## config.mk

```make
export PLATFORM = sky130hd
export DESIGN_NAME = mpc_type_decode
export DESIGN_NICKNAME = d
export VERILOG_FILES = /design/src/mpc_pkg.sv /design/src/mpc_type_decode.sv
export SDC_FILE = /design/constraint.sdc
export NUM_CORES = 1
export LEC_CHECK = 0
export ABC_AREA = 1
export BUFFER_PORTS_ARGS = -buffer_cell sky130_fd_sc_hd__buf_2
export CAP_MARGIN = 20
export CORE_AREA = 4 4 41 43
export DETAILED_ROUTE_END_ITERATION = 12
export DIE_AREA = 0 0 45 47
export GPL_ROUTABILITY_DRIVEN = 0
export MAX_ROUTING_LAYER = met4
export PLACE_DENSITY_LB_ADDON = 0.3
export SLEW_MARGIN = 40
export SYNTH_ARGS = -nofsm -noshare
export SYNTH_HDL_FRONTEND = slang
export SYNTH_SLANG_ARGS = --single-unit
```

## constraint.sdc

```tcl
create_clock -name vclk -period 1.9
set_input_delay 0.38 -clock vclk [all_inputs]
set_output_delay 0.38 -clock vclk [all_outputs]
set_load 0.01 [all_outputs]
```

## src/mpc_pkg.sv

```systemverilog
/*
 * Shared constants and types for the region attribute and permission checker.
 * Assumes a single core clock; all users refer to items as mpc_pkg::name.
 */
package mpc_pkg;

   // Register offsets on the plain register port
   localparam logic [7:0] OFS_CTRL   = 8'h00;
   localparam logic [7:0] OFS_NUMBER = 8'h04;
   localparam logic [7:0] OFS_BASE   = 8'h08;
   localparam logic [7:0] OFS_ATTR   = 8'h0C;
   localparam logic [7:0] OFS_FSR    = 8'h10;
   localparam logic [7:0] OFS_FADDR  = 8'h14;

   // Control register fields
   localparam int CTRL_ENABLE_BIT = 0;
   localparam int CTRL_BGEN_BIT   = 2;

   // Base register fields
   localparam int BASE_VALID_BIT = 4;
   localparam int BASE_ADDR_LSB  = 5;

   // Attribute and size register fields
   localparam int ATTR_EN_BIT   = 0;
   localparam int ATTR_SIZE_LSB = 1;
   localparam int ATTR_SRD_LSB  = 8;
   localparam int ATTR_B_BIT    = 16;
   localparam int ATTR_C_BIT    = 17;
   localparam int ATTR_S_BIT    = 18;
   localparam int ATTR_TEX_LSB  = 19;
   localparam int ATTR_AP_LSB   = 24;
   localparam int ATTR_XN_BIT   = 28;

   // Fault status fields
   localparam int FSR_IACC_BIT  = 0;
   localparam int FSR_DACC_BIT  = 1;
   localparam int FSR_AVALID_BIT = 7;

   // Smallest size code that carries subregions (256 bytes)
   localparam logic [4:0] SIZE_SUBREGION_MIN = 5'h07;
   // Smallest legal size code (32 bytes)
   localparam logic [4:0] SIZE_MIN = 5'h04;

   // Reset values
   localparam logic [31:0] RST_WORD  = 32'h0000_0000;
   localparam logic [2:0]  RST_NUM   = 3'h0;

   // Access permission codes
   localparam logic [2:0] AP_NONE      = 3'h0;
   localparam logic [2:0] AP_PRIV_RW   = 3'h1;
   localparam logic [2:0] AP_USER_RO   = 3'h2;
   localparam logic [2:0] AP_FULL      = 3'h3;
   localparam logic [2:0] AP_RESERVED  = 3'h4;
   localparam logic [2:0] AP_PRIV_RO   = 3'h5;
   localparam logic [2:0] AP_RO_A      = 3'h6;
   localparam logic [2:0] AP_RO_B      = 3'h7;

   // Cache policy codes
   localparam logic [1:0] POL_NONCACHE  = 2'h0;
   localparam logic [1:0] POL_WB_RWA    = 2'h1;
   localparam logic [1:0] POL_WT_NOWA   = 2'h2;
   localparam logic [1:0] POL_WB_NOWA   = 2'h3;

   typedef enum logic [1:0] {
      MEM_STRONG = 2'h0,
      MEM_DEVICE = 2'h1,
      MEM_NORMAL = 2'h2
   } mpc_mem_type_e;

   typedef struct packed {
      logic       xn;
      logic [2:0] ap;
      logic [2:0] type_extension_field;
      logic       s;
      logic       c;
      logic       b;
      logic [7:0] subregion_disable_field;
      logic [4:0] size;
      logic       en;
   } mpc_region_attr_s;

   typedef struct packed {
      mpc_mem_type_e mtype;
      logic          shareable;
      logic [1:0]    inner;
      logic [1:0]    outer;
      logic          reserved;
   } mpc_mem_attr_s;

   typedef struct packed {
      logic        valid;
      logic [31:0] addr;
      logic        write;
      logic        priv;
      logic        fetch;
   } mpc_access_s;

   // Attributes used for the background region and a disabled unit
   localparam mpc_mem_attr_s DEFAULT_ATTR = '{MEM_NORMAL, 1'b0, POL_WT_NOWA, POL_WT_NOWA, 1'b0};

endpackage

```

## src/mpc_type_decode.sv

```systemverilog
/*
 * Memory type and cache policy decode of one region's attribute fields.
 * Purely combinational; the caller registers the result.
 */
`timescale 1ns/1ps
module mpc_type_decode (
   input  wire logic [2:0]            type_extension_field,   // type extension
   input  wire logic                  s,     // shareable bit
   input  wire logic                  c,     // cacheable bit
   input  wire logic                  b,     // bufferable bit
   output mpc_pkg::mpc_mem_attr_s     attr   // decoded type and policy
);

   always_comb begin
      // Reserved encodings fall back to strongly ordered, no caching
      attr = '{mpc_pkg::MEM_STRONG, 1'b1, mpc_pkg::POL_NONCACHE,
               mpc_pkg::POL_NONCACHE, 1'b1};
      if (type_extension_field[2]) begin
         attr.mtype     = mpc_pkg::MEM_NORMAL;
         attr.shareable = s;
         attr.outer     = type_extension_field[1:0];
         attr.inner     = {c, b};
         attr.reserved  = 1'b0;
      end else begin
         case (type_extension_field[1:0])
            2'h0: begin
               attr.reserved = 1'b0;
               if (!c) begin
                  // Shareable bit ignored here
                  attr.mtype     = b ? mpc_pkg::MEM_DEVICE : mpc_pkg::MEM_STRONG;
                  attr.shareable = 1'b1;
               end else begin
                  attr.mtype     = mpc_pkg::MEM_NORMAL;
                  attr.shareable = s;
                  attr.inner     = mpc_pkg::POL_WT_NOWA;
                  attr.outer     = mpc_pkg::POL_WT_NOWA;
               end
            end
            2'h1: begin
               if (c == b) begin
                  attr.mtype     = mpc_pkg::MEM_NORMAL;
                  attr.shareable = s;
                  attr.reserved  = 1'b0;
                  attr.inner     = c ? mpc_pkg::POL_WB_RWA : mpc_pkg::POL_NONCACHE;
                  attr.outer     = c ? mpc_pkg::POL_WB_RWA : mpc_pkg::POL_NONCACHE;
               end
            end
            2'h2: begin
               if (!c && !b) begin
                  attr.mtype     = mpc_pkg::MEM_DEVICE;
                  attr.shareable = 1'b0;
                  attr.reserved  = 1'b0;
               end
            end
            default: begin
               attr.reserved = 1'b1;
            end
         endcase
      end
   end

endmodule

```

==> metrics.yaml <==
status:
  result_of_the_run: "finished, final reports clean"
sta:
  hold_viol: 0
  max_freq_ghz: 0.575
  max_slew_headroom_at_the_worst_pin: 0.903
  post-route-min-period_ps: 1740
  timing.final.max_slew_violations: 0
  timing_worst_slew_pin_value_ps: 144
  finalCritPeriodShare: 0.915
  timing.final.ws_setup_ps: 162
  setup-tns-final_ps: 0
  rsz0062_at_grt: "no"
  setup_violations: 0
finish:
  ff_latch_area_sq_um: 0
  clkbuf_count: 0
  drive_above_1_share: 0.396
  final_nets: 59
  num-fill-cells: 167
  diodes: 0
  syn_to_layout_area_delta_pct: 50.7
  most_used_cells_in_the_layout_excluding_fill_and_tap_cells: "sky130_fd_sc_hd__buf_2 (14), sky130_fd_sc_hd__nand2_1 (8), sky130_fd_sc_hd__nor2_1 (5)"
  number_of_sequential_cells_in_the_layout: 0
  final_core_density: 0.203
  layout.cells.most_common: "sky130_fd_sc_hd__buf_2"
  multi_input_gate_area_sq_um: 153
drt:
  drt_iter0_drc: 4
  route.detailed.vias_per_inst: 4.03
  vias: 254
  total_detailed_routing_wirelength_microns: 546
  drtAntennaViolNets: 0
  routedWlPerCell_microns: 8.67
  route.detailed.drc: 0
  drtPass1Iterations: 4
synth:
  synth_area_leaders: "sky130_fd_sc_hd__ha_1 (21%), sky130_fd_sc_hd__nand2_1 (17%), sky130_fd_sc_hd__nand2_2 (11%), sky130_fd_sc_hd__nor2_1 (11%), sky130_fd_sc_hd__a21oi_1 (8.6%)"
  mappedNetlistArea_sq_um: 175
  syn_avg_cell_area_sq_um: 5.15
  synth_cell_types: 11
  netlist.area_leader.share: 0.214
  postSynthCellCount: 34
  syn_nets: 43
  count_of_warnings_emitted_by_yosys: 0
  ys_seq_area_frac: 0
  synth_top_cell_by_area: "sky130_fd_sc_hd__ha_1"
worst_setup_path:
  timing.critical_path.from_type: "input pin"
  criticalPathCategory: "input pin to output pin"
  crit_buf_inv: 3
  cp_data_arrival_time_ps: 1360
  critical_path_required_ps: 1520
  max_fanout_on_critical_path: 4
  cp_top_family: "buffers and inverters"
  critical_path.endpoint_type: "output pin"
  critical_path.slowest_cell: "sky130_fd_sc_hd__ha_1"
  setup.worst_path.start: "c"
  max_stage_delay_ps: 310
  timing.critical_path.to: "attr[5]"
  timing.critical_path.cells: "buf_2 -> inv_1 -> ha_1 -> o21ai_0 -> nand2_1 -> nor2_1 -> nor2_1 -> buf_2"
  worst-path-stages: 8
power_and_ir_drop:
  report.power.total_uw: 58.4
  max-vdd-ir-drop_mv: 0.0479
  power_density_nw_per_um2: 221
  power.leakage_uw: 0.000159
floorplanning:
  dieHeight_microns: 47
  die_area_sq_um: 2120
  rows: 13
  initial_core_util: 0.135
  die_w_microns: 45
  num_io_pins: 14
  core-area_sq_um: 1300
grt:
  grt_busiest_layer: "met2"
  antenna_found_initial: 0
  via_count_of_the_first_global_routing_pass: 226
  gr-usage-all-layers: 0.0544
  grtUsageMet1: 0.0831
  grt_start_max_net_pins: 7
  grtUsageMet3: 0
  grt_util_met2: 0.0847
  aggregate_global_routing_overflow: 0
  grt_pass1_wl_microns: 910
min_path:
  hold_path_class: "input pin to output pin"
  holdPathStages: 3
clock_network:
  cts_resizes: 0
  cts_post_setup_buffers_inserted: 0
  holdBufCountCts: 0
place:
  placement.setup.worst_slack_ps: 152
  dp.final_hpwl_microns: 487
  port-buffer-count: 14
run:
  maxCapViolCount: 0
## final cells by class
| cell class | count | share of cell area |
|---|---|---|
| multi-input combinational | 28 | 0.578 |
| tap | 15 | 0.0711 |
| inverter | 6 | 0.0853 |
| timing repair buffer | 14 | 0.265 |
## Yosys cell counts
cell / count
sky130_fd_sc_hd__inv_2: 2
sky130_fd_sc_hd__ha_1: 3
sky130_fd_sc_hd__nand2_2: 3
sky130_fd_sc_hd__o21ai_0: 2
sky130_fd_sc_hd__inv_1: 4
sky130_fd_sc_hd__nor2_1: 5
sky130_fd_sc_hd__a21oi_1: 3
sky130_fd_sc_hd__nand2_1: 8
sky130_fd_sc_hd__nand3_1: 1
sky130_fd_sc_hd__o21ai_1: 2
sky130_fd_sc_hd__o211ai_1: 1
## power by group
part | switching, uW | internal (uW) | total [uW]
logic | 34.8 | 23.6 | 58.4
clock network | 0 | 0 | 0
registers | 0 | 0 | 0
## tightest hold or removal path, delay by kind of cell
kind / cells / cell delay (ps)
buf+inv: 2 / 260
compound gates: 1 / 50
## metal layers
layer  vias up  wire length (microns)
met1       108                    265
met3         0                     47
met2        10                    233
met4         0                      0
met5         -                      0
li1        136                      -
## worst min path at each step
stage / startpoint / slack [ps] / to
floorplan: type_extension_field[2] / 800 / attr[0]
global placement: type_extension_field[2] / 1080 / attr[0]
detailed placement: type_extension_field[2] / 1080 / attr[0]
CTS: type_extension_field[2] / 1080 / attr[0]
global route: type_extension_field[2] / 1110 / attr[0]
finish: type_extension_field[2] / 1080 / attr[0]
## through the flow
stage                     instances  hold slack, ps  cell area [sq um]
after floorplan                  34             804                175
after global placement           63            1080                264
after detailed placement         63            1080                264
after CTS                        63            1080                264
after global routing             63            1110                264
final                            63            1080                264
## cell families (layout without fill, tap and decap cells)
family / Yosys count / in the layout / synth area share
compound gates: 8 / 8 / 0.243
buf+inv: 6 / 20 / 0.129
fa+ha+maj: 3 / 3 / 0.214
simple gates: 17 / 17 / 0.414
Note: power is estimated with default switching activity, not from simulation.
